## config.mk

```make
export PLATFORM = sky130hd
export DESIGN_NAME = capacity_flag_load_select
export DESIGN_NICKNAME = d
export VERILOG_FILES = /design/src/design/gauge_pkg.sv /design/src/design/capacity_flag_load_select.sv /design/src/design/cap_flags.sv /design/src/design/load_basis.sv
export SDC_FILE = /design/constraint.sdc
export NUM_CORES = 1
export LEC_CHECK = 0
export BUFFER_PORTS_ARGS = -buffer_cell sky130_fd_sc_hd__buf_2
export CORE_UTILIZATION = 45
export DETAILED_ROUTE_END_ITERATION = 7
export HOLD_SLACK_MARGIN = 0.06
export PLACE_DENSITY = 0.68
export SYNTH_ARGS = -nofsm -noshare
export SYNTH_HDL_FRONTEND = slang
export SYNTH_SLANG_ARGS = --single-unit
export TNS_END_PERCENT = 10
```

## constraint.sdc

```tcl
create_clock -name hclk -period 3.3 [get_ports hclk]
set_input_delay 0.33 -clock hclk [delete_from_list [all_inputs] [get_ports hclk]]
set_output_delay 0.33 -clock hclk [all_outputs]
set_load 0.1 [all_outputs]
```

## src/design/gauge_pkg.sv

```systemverilog
// Package: register map, field positions, reset values and codes
// for the capacity-flag and load-select block.
// Assumes a 32-bit AHB-Lite bus with word-aligned registers.
package gauge_pkg;

    // Register byte offsets
    localparam logic [7:0] off_remcap    = 8'h00;
    localparam logic [7:0] off_cap1_set  = 8'h04;
    localparam logic [7:0] off_cap1_clr  = 8'h08;
    localparam logic [7:0] off_capf_set  = 8'h0c;
    localparam logic [7:0] off_capf_clr  = 8'h10;
    localparam logic [7:0] off_config    = 8'h14;
    localparam logic [7:0] off_flags     = 8'h18;
    localparam logic [7:0] off_ctl_state = 8'h1c;
    localparam logic [7:0] off_int_stat  = 8'h20;
    localparam logic [7:0] off_int_mask  = 8'h24;
    localparam logic [7:0] off_rsv_cap   = 8'h28;
    localparam logic [7:0] off_rsv_nrg   = 8'h2c;
    localparam logic [7:0] off_load_val  = 8'h30;
    localparam logic [7:0] off_charge    = 8'h34;
    localparam logic [7:0] off_cond      = 8'h38;
    localparam logic [7:0] off_rate_in   = 8'h3c;

    // Config register fields
    localparam int cfg_mode_bit    = 0;
    localparam int cfg_sel_lsb     = 4;
    localparam int cfg_sel_w       = 3;
    localparam int cfg_scale_lsb   = 8;
    localparam int cfg_scale_w     = 4;
    localparam int cfg_reserve_rate_select_bit  = 12;

    // Flag / interrupt bit positions
    localparam int flag_init_bit   = 0;
    localparam int flag_final_bit  = 1;
    localparam int flag_short_bit  = 2;
    localparam int flag_tab_bit    = 3;
    localparam int num_events      = 4;

    // Reset values
    localparam logic [15:0] cap1_set_rst = 16'h0096;
    localparam logic [15:0] cap1_clr_rst = 16'h00af;
    localparam logic [15:0] capf_set_rst = 16'h004b;
    localparam logic [15:0] capf_clr_rst = 16'h0064;
    localparam logic [15:0] thr_disabled = 16'hffff;   // -1 switches final set off
    localparam logic [3:0]  scale_one    = 4'h1;
    localparam logic [3:0]  scale_ten    = 4'ha;
    localparam logic [2:0]  sel_cc_rst   = 3'h1;
    localparam logic [2:0]  sel_cp_rst   = 3'h0;

    // Load basis codes
    typedef enum logic [2:0] {
        basis_prev_avg, basis_pres_avg, basis_avg_i, basis_filt_i,
        basis_design5, basis_at_rate, basis_user_rate, basis_none
    } basis_t;

endpackage

```

## src/design/capacity_flag_load_select.sv

```systemverilog
// Capacity warning flags, condition flags and load-select settings
// of a single-cell gauge, reached over AHB-Lite.
// Assumes one 32-bit AHB-Lite master; single word transfers only.
//
// Overview of operation
// - Initial warning flag sets when capacity drops below first set level.
// - Initial warning flag clears when capacity climbs above its clear level.
// - Final warning flag sets when capacity drops below second set level.
// - A final set level of minus one disables the final warning.
// - Final flag clears only if set and capacity above its clear level.
// - Internal short flag sets on a relaxed-voltage short indication.
// - Tab disconnect flag sets on a health-state disconnect indication.
// - Load mode 0 selects constant current, default; 1 constant power.
// - Control state word mirrors the load mode bit.
// - Current mode codes 0..6, default 1.
// - Power mode codes 0..6, default 0; the code keeps one shared code field, reset to 1 in both modes.
// - Energy scale accepts only 1 or 10.
// - Scale 10 means cWh and cW, temperature rise times ten.
// - Reserve capacity held; reserve rate select bit is stored and read back only.
// - Separate energy reserve is held.
// - Charge accumulator follows sensed charge in both directions.
`timescale 1ns/1ns
module capacity_flag_load_select
    import gauge_pkg::*;
(
    // Clock and reset
    input  wire logic        hclk,
    input  wire logic        hresetn,
    // AHB-Lite slave
    input  wire logic        hsel,
    input  wire logic [31:0] haddr,
    input  wire logic [1:0]  htrans,
    input  wire logic        hwrite,
    input  wire logic [2:0]  hsize,
    input  wire logic        hready,
    input  wire logic [31:0] hwdata,
    output logic [31:0]      hrdata,
    output logic             hreadyout,
    output logic             hresp,
    // Interrupt
    output logic             irq
);
    import gauge_pkg::*;

    // Bus phase capture
    logic        wr_pend_q;
    logic        rd_pend_q;
    logic [7:0]  addr_q;
    logic        addr_take;

    // Software registers
    logic [15:0] remcap_q;
    logic        remcap_new_q;
    logic [15:0] cap1_set_q;
    logic [15:0] cap1_clr_q;
    logic [15:0] capf_set_q;
    logic [15:0] capf_clr_q;
    logic        mode_q;
    logic [2:0]  sel_q;
    logic [3:0]  scale_q;
    logic        reserve_rate_select_q;
    logic [15:0] rsv_cap_q;
    logic [15:0] rsv_nrg_q;
    logic [15:0] rate_in_q;
    logic [31:0] charge_q;
    logic [num_events-1:0] stat_q;
    logic [num_events-1:0] mask_q;
    logic        short_q;
    logic        tab_q;
    logic [31:0] load_val_q;

    // Block outputs
    logic        init_flag;
    logic        final_flag;
    basis_t      basis;
    logic        power;
    logic        init_prev_q;
    logic        final_prev_q;

    // Address phase is taken only for an active, selected transfer
    assign addr_take = hsel && hready && htrans[1];

    always_ff @(posedge hclk or negedge hresetn) begin
        if (!hresetn) begin
            wr_pend_q <= 1'b0;
            rd_pend_q <= 1'b0;
            addr_q    <= 8'h00;
        end else begin
            wr_pend_q <= addr_take && hwrite;
            rd_pend_q <= addr_take && !hwrite;
            if (addr_take) begin
                addr_q <= haddr[7:0];
            end
        end
    end

    // Write strobes per register
    logic w_remcap, w_c1s, w_c1c, w_cfs, w_cfc, w_cfg, w_stat, w_mask;
    logic w_rcap, w_rnrg, w_charge, w_cond, w_rate;
    assign w_remcap = wr_pend_q && addr_q == off_remcap;
    assign w_c1s    = wr_pend_q && addr_q == off_cap1_set;
    assign w_c1c    = wr_pend_q && addr_q == off_cap1_clr;
    assign w_cfs    = wr_pend_q && addr_q == off_capf_set;
    assign w_cfc    = wr_pend_q && addr_q == off_capf_clr;
    assign w_cfg    = wr_pend_q && addr_q == off_config;
    assign w_stat   = wr_pend_q && addr_q == off_int_stat;
    assign w_mask   = wr_pend_q && addr_q == off_int_mask;
    assign w_rcap   = wr_pend_q && addr_q == off_rsv_cap;
    assign w_rnrg   = wr_pend_q && addr_q == off_rsv_nrg;
    assign w_charge = wr_pend_q && addr_q == off_charge;
    assign w_cond   = wr_pend_q && addr_q == off_cond;
    assign w_rate   = wr_pend_q && addr_q == off_rate_in;

    // Scale field keeps its old value unless 1 or 10 is written
    logic [3:0] scale_wr;
    logic       scale_ok;
    assign scale_wr = hwdata[cfg_scale_lsb +: cfg_scale_w];
    assign scale_ok = (scale_wr == scale_one) || (scale_wr == scale_ten);

    // Thresholds and settings; stored as written, range check on the scale field only
    always_ff @(posedge hclk or negedge hresetn) begin
        if (!hresetn) begin
            cap1_set_q <= cap1_set_rst;
            cap1_clr_q <= cap1_clr_rst;
            capf_set_q <= capf_set_rst;
            capf_clr_q <= capf_clr_rst;
            mode_q     <= 1'b0;
            sel_q      <= sel_cc_rst;
            scale_q    <= scale_one;
            reserve_rate_select_q   <= 1'b0;
            rsv_cap_q  <= 16'h0000;
            rsv_nrg_q  <= 16'h0000;
            rate_in_q  <= 16'h0000;
        end else begin
            if (w_c1s) cap1_set_q <= hwdata[15:0];
            if (w_c1c) cap1_clr_q <= hwdata[15:0];
            if (w_cfs) capf_set_q <= hwdata[15:0];
            if (w_cfc) capf_clr_q <= hwdata[15:0];
            if (w_cfg) begin
                mode_q   <= hwdata[cfg_mode_bit];
                sel_q    <= hwdata[cfg_sel_lsb +: cfg_sel_w];
                reserve_rate_select_q <= hwdata[cfg_reserve_rate_select_bit];
                if (scale_ok) scale_q <= scale_wr;
            end
            if (w_rcap) rsv_cap_q <= hwdata[15:0];
            if (w_rnrg) rsv_nrg_q <= hwdata[15:0];
            if (w_rate) rate_in_q <= hwdata[15:0];
        end
    end

    // New capacity value triggers a flag update next cycle
    always_ff @(posedge hclk or negedge hresetn) begin
        if (!hresetn) begin
            remcap_q     <= 16'h0000;
            remcap_new_q <= 1'b0;
        end else begin
            remcap_new_q <= w_remcap;
            if (w_remcap) remcap_q <= hwdata[15:0];
        end
    end

    // Charge accumulator: signed delta adds in either direction
    always_ff @(posedge hclk or negedge hresetn) begin
        if (!hresetn) begin
            charge_q <= 32'h0000_0000;
        end else if (w_charge) begin
            charge_q <= charge_q + hwdata;
        end
    end

    // Condition flags: sticky until written zero via the cond register
    always_ff @(posedge hclk or negedge hresetn) begin
        if (!hresetn) begin
            short_q <= 1'b0;
            tab_q   <= 1'b0;
        end else if (w_cond) begin
            short_q <= hwdata[flag_short_bit] | short_q & hwdata[flag_short_bit];
            tab_q   <= hwdata[flag_tab_bit];
        end
    end

    cap_flags u_cap_flags (
        .hclk         (hclk),
        .hresetn      (hresetn),
        .update       (remcap_new_q),
        .remcap       (remcap_q),
        .cap1_set     (cap1_set_q),
        .cap1_clr     (cap1_clr_q),
        .capf_set     (capf_set_q),
        .capf_clr     (capf_clr_q),
        .init_flag_q  (init_flag),
        .final_flag_q (final_flag)
    );

    load_basis u_load_basis (
        .hclk    (hclk),
        .hresetn (hresetn),
        .mode    (mode_q),
        .sel     (sel_q),
        .basis_q (basis),
        .power_q (power)
    );

    // Load value by basis; power units scaled by ten at scale 10
    logic [31:0] load_d;
    logic [31:0] load_raw;
    assign load_raw = (basis == basis_at_rate)   ? {16'h0000, rate_in_q} :
                      (basis == basis_user_rate) ? {16'h0000, rate_in_q} :
                      (basis == basis_none)      ? 32'h0000_0000 :
                      {29'h0, basis};
    assign load_d = (power && scale_q == scale_ten) ?
                    32'(load_raw * 32'd10) : load_raw;

    // Events: rising edges of each flag
    logic [num_events-1:0] ev;
    assign ev[flag_init_bit]  = init_flag && !init_prev_q;
    assign ev[flag_final_bit] = final_flag && !final_prev_q;
    assign ev[flag_short_bit] = w_cond && hwdata[flag_short_bit] && !short_q;
    assign ev[flag_tab_bit]   = w_cond && hwdata[flag_tab_bit] && !tab_q;

    // Sticky status; a new event wins over a same-cycle clear
    genvar gi;
    generate
        for (gi = 0; gi < num_events; gi++) begin : g_stat
            always_ff @(posedge hclk or negedge hresetn) begin
                if (!hresetn) begin
                    stat_q[gi] <= 1'b0;
                end else if (ev[gi]) begin
                    stat_q[gi] <= 1'b1;
                end else if (w_stat && hwdata[gi]) begin
                    stat_q[gi] <= 1'b0;
                end
            end
        end
    endgenerate

    always_ff @(posedge hclk or negedge hresetn) begin
        if (!hresetn) begin
            mask_q       <= '0;
            init_prev_q  <= 1'b0;
            final_prev_q <= 1'b0;
            load_val_q   <= 32'h0000_0000;
            irq          <= 1'b0;
        end else begin
            if (w_mask) mask_q <= hwdata[num_events-1:0];
            init_prev_q  <= init_flag;
            final_prev_q <= final_flag;
            load_val_q   <= load_d;
            irq          <= |(stat_q & mask_q);
        end
    end

    // Read mux
    logic [31:0] flags_w;
    logic [31:0] ctl_w;
    logic [31:0] cfg_w;
    logic [31:0] rd_d;
    assign flags_w = {28'h0, tab_q, short_q, final_flag, init_flag};
    assign ctl_w   = {28'h0, basis, power};
    assign cfg_w   = {19'h0, reserve_rate_select_q, scale_q, 1'b0, sel_q, 3'h0, mode_q};
    assign rd_d = (addr_q == off_remcap)    ? {16'h0, remcap_q}   :
                  (addr_q == off_cap1_set)  ? {16'h0, cap1_set_q} :
                  (addr_q == off_cap1_clr)  ? {16'h0, cap1_clr_q} :
                  (addr_q == off_capf_set)  ? {16'h0, capf_set_q} :
                  (addr_q == off_capf_clr)  ? {16'h0, capf_clr_q} :
                  (addr_q == off_config)    ? cfg_w                :
                  (addr_q == off_flags)     ? flags_w              :
                  (addr_q == off_ctl_state) ? ctl_w                :
                  (addr_q == off_int_stat)  ? {28'h0, stat_q}      :
                  (addr_q == off_int_mask)  ? {28'h0, mask_q}      :
                  (addr_q == off_rsv_cap)   ? {16'h0, rsv_cap_q}  :
                  (addr_q == off_rsv_nrg)   ? {16'h0, rsv_nrg_q}  :
                  (addr_q == off_load_val)  ? load_val_q           :
                  (addr_q == off_charge)    ? charge_q             :
                  (addr_q == off_rate_in)   ? {16'h0, rate_in_q}  :
                  32'h0000_0000;

    // Writes answer at once; reads take one wait state so that the mux
    // sees settings and condition flags updated by a write that has just landed; capacity flags follow a cycle later
    always_ff @(posedge hclk or negedge hresetn) begin
        if (!hresetn) begin
            hrdata    <= 32'h0000_0000;
            hreadyout <= 1'b1;
            hresp     <= 1'b0;
        end else begin
            hreadyout <= !(addr_take && !hwrite);
            hresp     <= 1'b0;
            if (rd_pend_q) hrdata <= rd_d;
        end
    end

endmodule // capacity_flag_load_select

```

## src/design/cap_flags.sv

```systemverilog
// Hysteresis capacity warning flags, updated on each new capacity value.
// Assumes thresholds are stable while update is pulsed.
`timescale 1ns/1ns
module cap_flags
    import gauge_pkg::*;
(
    // Clock and reset
    input  wire logic        hclk,
    input  wire logic        hresetn,
    // Capacity sample
    input  wire logic        update,
    input  wire logic [15:0] remcap,
    // Thresholds
    input  wire logic [15:0] cap1_set,
    input  wire logic [15:0] cap1_clr,
    input  wire logic [15:0] capf_set,
    input  wire logic [15:0] capf_clr,
    // Flags
    output logic             init_flag_q,
    output logic             final_flag_q
);
    import gauge_pkg::*;

    logic init_d;
    logic final_d;
    logic final_armed;

    // Final set is disabled when its threshold is -1
    assign final_armed = (capf_set != thr_disabled);
    assign init_d  = (remcap < cap1_set) ? 1'b1 :
                     (remcap > cap1_clr) ? 1'b0 : init_flag_q;
    assign final_d = (final_armed && remcap < capf_set) ? 1'b1 :
                     (final_flag_q && remcap > capf_clr) ? 1'b0 :
                     final_flag_q;

    // Both flags move together on each new sample
    always_ff @(posedge hclk or negedge hresetn) begin
        if (!hresetn) begin
            init_flag_q  <= 1'b0;
            final_flag_q <= 1'b0;
        end else if (update) begin
            init_flag_q  <= init_d;
            final_flag_q <= final_d;
        end
    end

endmodule // cap_flags

```

## src/design/load_basis.sv

```systemverilog
// Decodes load mode and selection code into the load basis in use.
// Assumes code is one of 0..6; seven and up give basis_none.
`timescale 1ns/1ns
module load_basis
    import gauge_pkg::*;
(
    // Clock and reset
    input  wire logic       hclk,
    input  wire logic       hresetn,
    // Settings
    input  wire logic       mode,
    input  wire logic [2:0] sel,
    // Decoded basis, registered
    output basis_t          basis_q,
    output logic            power_q
);
    import gauge_pkg::*;

    basis_t basis_d;

    // Same code table in both modes; mode picks current or power units
    assign basis_d = (sel > 3'h6) ? basis_none : basis_t'(sel);

    always_ff @(posedge hclk or negedge hresetn) begin
        if (!hresetn) begin
            basis_q <= basis_pres_avg;
            power_q <= 1'b0;
        end else begin
            basis_q <= basis_d;
            power_q <= mode;
        end
    end

endmodule // load_basis

```

==> key figures, run 1 <==
Run status
  – Outcome: finished, final reports clean

Synth
  – Synthesized Nets: 1624
  – Post-synthesis sequential area ratio: 43.2%
  – Number of distinct library cells after synthesis: 87
  – Area of the mapped netlist: 14600 um^2
  – Cells after Synth: 1427
  – Most frequently used flop master after synthesis: sky130_fd_sc_hd__dfrtp_1
  – Asr flop ratio synth: 100%
  – Number of synthesis warnings: 0
  – Register bit count reported by yosys: 252
  – Number of enable-type register cells in the synthesized netlist: 0
  – Post-Syn Area per Cell: 10.3 um^2

Drt
  – Final routed DRC violation total: 0
  – Avg Vias per Cell: 5.79
  – Count of vias placed by the detailed router: 11500
  – First drt pass iteration count: 8
  – Final routed wire length divided by cell count: 19.9 um
  – Drt first-iter violations: 858
  – Number of nets with antenna violations after detailed routing: 0
  – Total wire length: 39.6 mm

Cells and area
  – Antenna diode count: 0
  – Most frequent standard cell in the layout excluding fill and tap cells: sky130_fd_sc_hd__dfrtp_1
  – Proportion of layout cells with a drive suffix above 1: 24.6%
  – # fillers: 2835
  – Area growth from synthesis to layout: 15.6%
  – Commonest cells after routing, fill and taps aside: sky130_fd_sc_hd__dfrtp_1, sky130_fd_sc_hd__mux2_2, sky130_fd_sc_hd__ha_1, sky130_fd_sc_hd__o21ai_0, sky130_fd_sc_hd__nand2_1
  – Number of nets in the finished design: 1729
  – Fin cells: 1990

Global route
  – Tot GR Track Use: 24.2%
  – GRT Residual Overflow: 0
  – Pin count of the biggest net entering global routing: 88
  – Number of antenna violations at the first check in global routing: 0
  – Vias in the first global route: 11600
  – Global-route wire length before repair: 63.4 mm

Floorplan
  – Number of top-level pins: 109
  – Initial cell density of the core: 46.1%
  – FP Rows: 65
  – Vertical die dimension: 182 um
  – Area of the core: 31800 um^2
  – Die footprint: 33300 um^2
  – Die Wd: 182 um

Worst setup path
  – Data arrival time of the critical path: 3.61 ns
  – Type of element capturing the critical path: register
  – Crit-path max FO: 6
  – Startpoint types: register
  – Crit path largest cell delay: 0.61 ns
  – Critical-path cell list: xor2_2 -> buf_4 -> and3_4 -> ha_1 -> ha_1 -> nor2b_1 -> o21ai_1 -> nand2b_1 -> a21o_1 -> a31oi_2 -> o21ai_2 -> o41ai_4 -> o21ai_1 -> mux2i_1
  – CP max stage cell: sky130_fd_sc_hd__dfstp_2
  – Required time of the critical path: 3.73 ns
  – Critical path class: register to register

Clocking
  – Clk_lat worst skew: 0.57 ns
  – CTS sink count: 252
  – Cell chosen for the clock root: sky130_fd_sc_hd__clkbuf_16
  – Number of clock buffers inserted by TritonCTS: 29
  – Longest Clk Path Bufs: 3
  – TritonCTS clock tree: built
  – Number of H-tree branching levels: 1
  – Reg clk slew, reported paths: 0.06 ns

Timing
  – Worst clock skew: 0.0181 ns
  – Setup repair after global routing missed its margin: yes
  – Worst slew margin: 35.9%
  – Total negative setup slack: 0 ns
  – Number of hold-slack violations in the final timing report: 0
  – Min Tclk post-route: 3.17 ns
  – Final setup vio count: 0
  – Final Max Slew Viols: 0
  – Highest Clock Rate: 315 MHz
  – Transition at the pin with the smallest max-transition slack: 0.958 ns
  – Tightest hold margin: 0.116 ns
  – Ratio of final minimum period to clock period: 96.2%

Pwr
  – Max rail drop VDD: 463 uV
  – Cell-internal power: 0.00592 W
  – Share of total power consumed by net switching: 31.0%
  – Cell leakage power: 7.80 nW
  – Power Dens Cells: 506 nW/um^2
  – Net switching power figure: 0.00265 W
  – Combinational share of power: 20.0%
  – Clock network fraction of design power: 38.8%
  – Part of the total power dissipated in sequential elements: 41.2%

Placement
  – Dpl cells: 1923
  – Hpwl dp: 28.6 mm
  – Routability-driven placement congestion ratio: 0.883
  – Port Buffer Count: 79

Min path
  – Min-delay worst type: input port to register

Run
  – Max Cap Violations: 0
==> path summary, 6_finish.rpt <==
| kind | start | to | slack, ns | depth (start not counted) |
|---|---|---|---|---|
| worst max-delay path | u_load_basis.basis_q[0] | load_val_q[18] | 0.13 | 14 |
| worst min-delay path | hwdata[1] | stat_q[1] | 0.12 | 4 |
| worst max register to register | u_load_basis.basis_q[0] | load_val_q[18] | 0.13 | 14 |
| worst min register to register | mode_q | u_load_basis.power_q | 0.40 | 0 |
| max in group asynchronous | hresetn | u_load_basis.basis_q[0] | 2.01 | 3 |
| min in group asynchronous | hresetn | cap1_set_q[12] | 0.37 | 2 |
==> layout make-up <==
type / instances / area [um^2] / share of cell area [%]
clock inverter: 10 / 123 / 0.724
timing repair buffer: 137 / 903 / 5.34
multi-input combinational: 1006 / 7740 / 45.7
tap: 435 / 544 / 3.22
inverter: 106 / 398 / 2.35
clock buffer: 44 / 882 / 5.21
sequential: 252 / 6330 / 37.4
==> synth_stat cells, types with 4 or more instances <==
master / n / area, um^2
sky130_fd_sc_hd__xnor2_1: 19 / 166
sky130_fd_sc_hd__nor3_1: 7 / 35.0
sky130_fd_sc_hd__mux2i_1: 7 / 70.1
sky130_fd_sc_hd__a31oi_1: 15 / 93.8
sky130_fd_sc_hd__and3_1: 18 / 113
sky130_fd_sc_hd__mux2_2: 136 / 1530
sky130_fd_sc_hd__o21bai_1: 6 / 45.0
sky130_fd_sc_hd__buf_1: 4 / 15.0
sky130_fd_sc_hd__nor2b_1: 15 / 93.8
sky130_fd_sc_hd__xor2_1: 22 / 193
sky130_fd_sc_hd__clkbuf_1: 42 / 158
sky130_fd_sc_hd__dfrtp_1: 231 / 5780
sky130_fd_sc_hd__o21a_1: 7 / 52.6
sky130_fd_sc_hd__a21oi_1: 60 / 300
sky130_fd_sc_hd__o21ai_0: 110 / 551
sky130_fd_sc_hd__nor2_1: 60 / 225
sky130_fd_sc_hd__ha_1: 121 / 1510
sky130_fd_sc_hd__inv_1: 105 / 394
sky130_fd_sc_hd__nor2_2: 7 / 43.8
sky130_fd_sc_hd__a21o_1: 25 / 188
sky130_fd_sc_hd__a32o_1: 4 / 40.0
sky130_fd_sc_hd__nand3_1: 41 / 205
sky130_fd_sc_hd__o22ai_1: 8 / 50.1
sky130_fd_sc_hd__a211oi_1: 5 / 37.5
sky130_fd_sc_hd__buf_2: 13 / 65.1
sky130_fd_sc_hd__a22oi_1: 53 / 398
sky130_fd_sc_hd__nand2b_1: 15 / 93.8
sky130_fd_sc_hd__dfstp_2: 21 / 552
sky130_fd_sc_hd__nand4_1: 20 / 125
sky130_fd_sc_hd__nand2_2: 6 / 37.5
sky130_fd_sc_hd__a222oi_1: 13 / 130
sky130_fd_sc_hd__a221oi_1: 10 / 87.6
sky130_fd_sc_hd__o211ai_1: 6 / 45.0
sky130_fd_sc_hd__nand2_1: 108 / 405
==> registers in the layout, indices dropped and copies added, names as in the netlist, 4 cells and up <==
signal and flops:
charge_q 32, hrdata 32, load_val_q 20, cap1_clr_q 16, cap1_set_q 16, capf_clr_q 16, capf_set_q 16, rate_in_q 16
remcap_q 16, rsv_cap_q 16, rsv_nrg_q 16, addr_q 8, mask_q 4, scale_q 4, stat_q 4
==> critical path, delay by kind of cell (launching register included) <==
family	cells	cell delay, ns
and+or+nand+nor	3	0.41
buffers and inverters	1	0.14
adders and majority gates	2	0.53
AOI/OAI and AO/OA	6	1.06
muxes	1	0.13
DFF	1	0.61
xor gates and xnor gates	1	0.17
==> cell families (layout without fill, tap and decap cells) <==
kind of cell             count (synthesis)  in the layout  synth area share, %
other                                    1              1               0.0256
AND/OR/NAND/NOR                        329            329                 11.3
flip-flops                             252            252                 43.2
multiplexers                           146            146                 11.2
XOR/XNOR                                41             41                 2.45
AO/OA/AOI/OAI                          365            365                 16.6
adder cells (fa/ha/maj)                124            124                 10.7
buffers and inverters                  169            297                 4.55
==> routing by layer <==
layer  track usage (%)  part of all wire (%)
met1              32.5                    44
met2              40.8                    48
met3              2.97                   5.2
met4              7.29                   2.8
met5                 0                     0
==> power by group through the flow <==
stage | sequential, W | combinational [W] | clock [W]
6_report | 0.00353 | 0.00171 | 0.00333
3_5_place_dp | 0.00358 | 0.00168 | 0
2_1_floorplan | 0.00385 | 0.000896 | 0
4_1_cts | 0.00353 | 0.00170 | 0.00337
5_1_grt | 0.00356 | 0.00187 | 0.00349
3_3_place_gp | 0.00357 | 0.00165 | 0
==> what timing repair did <==
action	in CTS	in global routing
hold endpoints to repair	87	0
endpoints found under the setup margin	3	8
buffers inserted	0	3
gates resized for setup	6	15
pin swaps	6	11
hold buffers	10	0
==> through the flow <==
stage	setup slack [ns]	area, um^2	total power, W	utilization [%]
after CTS	0.00736	16800	0.00861	52.9
after detailed placement	-0.0149	15700	0.00526	49.4
after global routing	-0.0658	16900	0.00893	53.2
after floorplan	0.00768	14700	0.00474	-
final	0.126	16900	0.00857	53.2
after global placement	0.0402	15700	0.00521	49.4
Note: power is estimated with default switching activity, not from simulation.
==> run 2: changes to the inputs <==
- SYNTH_HIERARCHICAL: default -> 1
==> key figures, run 2 <==
Run status
  – Outcome: finished, final reports clean

Timing
  – Min Tclk post-route: 3.18 ns (+0.000843 ns)
  – Highest Clock Rate: 315 MHz (about the same)
  – Final Max Slew Viols: 0 (unchanged)
  – Number of hold-slack violations in the final timing report: 0 (unchanged)
  – Final setup vio count: 0 (unchanged)
  – Transition at the pin with the smallest max-transition slack: 1.03 ns (+0.0719 ns)
  – Setup repair after global routing missed its margin: yes
  – Tightest hold margin: 0.155 ns (+0.0388 ns)
  – Worst clock skew: 0.0104 ns (-0.00774 ns)
  – Ratio of final minimum period to clock period: 96.2% (about the same)
  – Worst slew margin: 31.1% (-4.8 points)

Pwr
  – Power Dens Cells: 500 nW/um^2 (-1.1%)
  – Net switching power figure: 0.00260 W (-2.0%)
  – Clock network fraction of design power: 39.5% (+0.7 points)
  – Final Total Pwr: 0.00853 W (-0.48%)
  – Combinational share of power: 19.2% (-0.8 points)
  – Cell leakage power: 7.82 nW (+0.19%)
  – Part of the total power dissipated in sequential elements: 41.4% (+0.2 points)
  – Cell-internal power: 0.00593 W (+0.18%)
  – Share of total power consumed by net switching: 30.5% (-0.46 points)
  – Max rail drop VDD: 479 uV (+3.3%)

Synth
  – Area of the mapped netlist: 14700 um^2 (+0.50%)
  – Cells after Synth: 1485 (+4.1%)
  – Asr flop ratio synth: 100% (unchanged)
  – Number of enable-type register cells in the synthesized netlist: 0 (unchanged)
  – Share of the synthesized area in the top cell type: 39.3% (-0.20 points)
  – Synth area leaders: sky130_fd_sc_hd__dfrtp_1, sky130_fd_sc_hd__mux2_2, sky130_fd_sc_hd__ha_1
  – Most frequently used flop master after synthesis: sky130_fd_sc_hd__dfrtp_1
  – Number of synthesis warnings: 6 (+6)
  – Post-synthesis sequential area ratio: 43.0% (-0.22 points)
  – Yosys top cell by area: sky130_fd_sc_hd__dfrtp_1
  – Number of distinct library cells after synthesis: 80 (-8.0%)
  – Top cell types by occurrence after synthesis: sky130_fd_sc_hd__dfrtp_1, sky130_fd_sc_hd__nand2_1, sky130_fd_sc_hd__mux2_2, sky130_fd_sc_hd__ha_1, sky130_fd_sc_hd__inv_1
  – Register bit count reported by yosys: 252 (unchanged)
  – Post-Syn Area per Cell: 9.91 um^2 (-3.4%)
  – Synthesized Nets: 1682 (+3.6%)
  – Most common cell in the synthesized netlist: sky130_fd_sc_hd__dfrtp_1

Drt
  – Count of vias placed by the detailed router: 11900 (+3.0%)
  – Drt first-iter violations: 934 (+8.9%)
  – Final routed DRC violation total: 0 (unchanged)
  – Final routed wire length divided by cell count: 19.9 um (+0.25%)
  – First drt pass iteration count: 6 (-2)
  – Avg Vias per Cell: 5.78 (-0.26%)
  – Total wire length: 41.0 mm (+3.6%)
  – Number of nets with antenna violations after detailed routing: 0 (unchanged)

Floorplan
  – Number of top-level pins: 109 (unchanged)
  – FP Rows: 65 (unchanged)
  – Area of the core: 31900 um^2 (+0.26%)
  – Vertical die dimension: 183 um (+0.25%)
  – Die footprint: 33400 um^2 (+0.50%)
  – Die Wd: 183 um (+0.25%)
  – Initial cell density of the core: 46.2% (+0.11 points)

Cells and area
  – Proportion of layout cells with a drive suffix above 1: 22.8% (-1.9 points)
  – Storage element area: 6330 um^2 (about the same)
  – # fillers: 2913 (+2.8%)
  – Largest registers: charge_q (32), hrdata (32), load_val_q (20)
  – Area used by multi-input combinational logic: 7790 um^2 (+0.66%)
  – Number of nets in the finished design: 1796 (+3.9%)
  – Area growth from synthesis to layout: 15.8%
  – Antenna diode count: 0 (unchanged)
  – Most frequent standard cell in the layout excluding fill and tap cells: sky130_fd_sc_hd__dfrtp_1
  – Commonest cells after routing, fill and taps aside: sky130_fd_sc_hd__dfrtp_1, sky130_fd_sc_hd__nand2_1, sky130_fd_sc_hd__mux2_2, sky130_fd_sc_hd__ha_1, sky130_fd_sc_hd__inv_1
  – Non-Filler Cell Area, Final: 17000 um^2 (+0.66%)
  – Final standard cell utilization of the core: 53.4% (+0.21 points)

Worst setup path
  – Critical path class: register to register
  – Type of element capturing the critical path: register
  – Worst Reg2Reg Path Length in Cells: 12 (-2)
  – Data arrival time of the critical path: 3.61 ns (about the same)
  – Launch instance of the worst register-to-register path: u_load_basis/basis_q[0]
  – Worst setup path start: u_load_basis/basis_q[0]
  – Endpoint of the worst register-to-register path: load_val_q[19]
  – Crit-path max FO: 5 (-1)
  – Setup crit end: load_val_q[19]
  – Setup slack of the most critical reg-to-reg path: 0.12 ns (about the same)
  – Required time of the critical path: 3.74 ns (about the same)
  – Startpoint types: register

Global route
  – Number of antenna violations at the first check in global routing: 0 (unchanged)
  – Global-route wire length before repair: 65.5 mm (+3.3%)
  – GRT Residual Overflow: 0 (unchanged)
  – Pin count of the biggest net entering global routing: 89 (+1.1%)
  – Vias in the first global route: 11700 (+1.1%)
  – Tot GR Track Use: 25.0% (+0.79 points)

Clocking
  – TritonCTS clock tree: built
  – Reg clk slew, reported paths: 0.06 ns (about the same)
  – Number of clock buffers inserted by TritonCTS: 29 (unchanged)
  – Clk_lat worst skew: 0.55 ns (-0.02 ns)
  – Number of H-tree branching levels: 1 (unchanged)
  – CTS sink count: 252 (unchanged)
  – Longest Clk Path Bufs: 3 (unchanged)
  – Cell chosen for the clock root: sky130_fd_sc_hd__clkbuf_16

Run
  – Max Cap Violations: 0 (unchanged)

Placement
  – Port Buffer Count: 79 (unchanged)
  – DP Area: 15800 um^2 (+0.88%)
  – Hpwl dp: 30.2 mm (+5.4%)
  – Routability-driven placement congestion ratio: 0.920 (+4.1%)

Min path
  – Min-delay worst type: input port to register
-- run 2: power groups by stage --
stage / combinational, W / sequential (W) / clock, W
after CTS: 0.00162 / 0.00352 / 0.00341
after floorplan: 0.000840 / 0.00384 / 0
final: 0.00164 / 0.00353 / 0.00337
after global placement: 0.00156 / 0.00357 / 0
after global routing: 0.00179 / 0.00355 / 0.00354
after detailed placement: 0.00160 / 0.00358 / 0
-- run 2: per-layer routing --
metal  share of wire (%)  track usage, %  up-vias
met5                   0               0        -
met4                 3.1            8.13        0
met3                 5.5            2.88       81
met2                  46            40.1      336
met1                  45            35.2     5888
li1                    -               -     5577
-- run 2: worst min-delay path by stage --
stage | startpoint | to | slack [ns] | cells after the start
CTS | hwdata[0] | charge_q[0] | 0.14 | 4
detailed placement | sel_q[0] | u_load_basis/basis_q[0] | 0.38 | 0
global placement | hresetn | hrdata[2] | 0.38 | 1
finish | hwdata[0] | charge_q[0] | 0.16 | 4
floorplan | hresetn | addr_q[0] | 0.03 | 0
global route | hwdata[0] | charge_q[0] | 0.18 | 4
-- run 2: kinds of logic (layout without fill, tap and decap cells) --
| logic type | count (synthesis) | in the layout | synth area share (%) |
|---|---|---|---|
| AOI/OAI and AO/OA | 376 | 376 | 16.6 |
| xor gates and xnor gates | 34 | 34 | 2.02 |
| adders and majority gates | 124 | 124 | 10.6 |
| buffers and inverters | 174 | 310 | 4.65 |
| DFF | 252 | 252 | 43.0 |
| muxes | 144 | 144 | 11.0 |
| other | 1 | 1 | 0.0255 |
| and+or+nand+nor | 380 | 380 | 12.0 |
-- run 2: final cells by class --
class | instances | area share (%)
Multi-Input combinational cell | 1059 | 45.7
Sequential cell | 252 | 37.2
Timing Repair Buffer | 145 | 5.58
Clock buffer | 42 | 4.90
Tap cell | 435 | 3.19
Inverter | 112 | 2.47
Clock inverter | 11 | 0.947
-- run 2: repair_timing --
item | CTS | global route
resized for setup | 4 | 10
endpoints found under the hold margin | 79 | 0
buffers inserted | 1 | 2
hold buffers | 10 | 0
pin swaps | 2 | 5
setup endpoints to repair | 4 | 6
-- run 2: per-stage QoR --
step / TNS, ns / instances / setup slack, ns
6_report: 0 / 2056 / 0.125
5_1_grt: -0.0766 / 2056 / -0.0338
4_1_cts: 0 / 2054 / 0.0184
3_5_place_dp: -0.145 / 1990 / -0.0799
3_3_place_gp: 0 / 1990 / 0.0165
2_1_floorplan: 0 / 1485 / 0.0107
-- run 2: worst max-delay path: stages (launching register included) --
cell and delay (ns):
sky130_fd_sc_hd__dfstp_2 0.63, sky130_fd_sc_hd__xor2_4 0.20, sky130_fd_sc_hd__and3_1 0.20, sky130_fd_sc_hd__ha_1 0.25, sky130_fd_sc_hd__ha_1 0.29, sky130_fd_sc_hd__a21o_1 0.18
sky130_fd_sc_hd__a21o_1 0.23, sky130_fd_sc_hd__a2111oi_4 0.43, sky130_fd_sc_hd__nor3_2 0.11, sky130_fd_sc_hd__nor3_2 0.20, sky130_fd_sc_hd__o31ai_2 0.13, sky130_fd_sc_hd__a21oi_1 0.16
sky130_fd_sc_hd__nor2_1 0.05
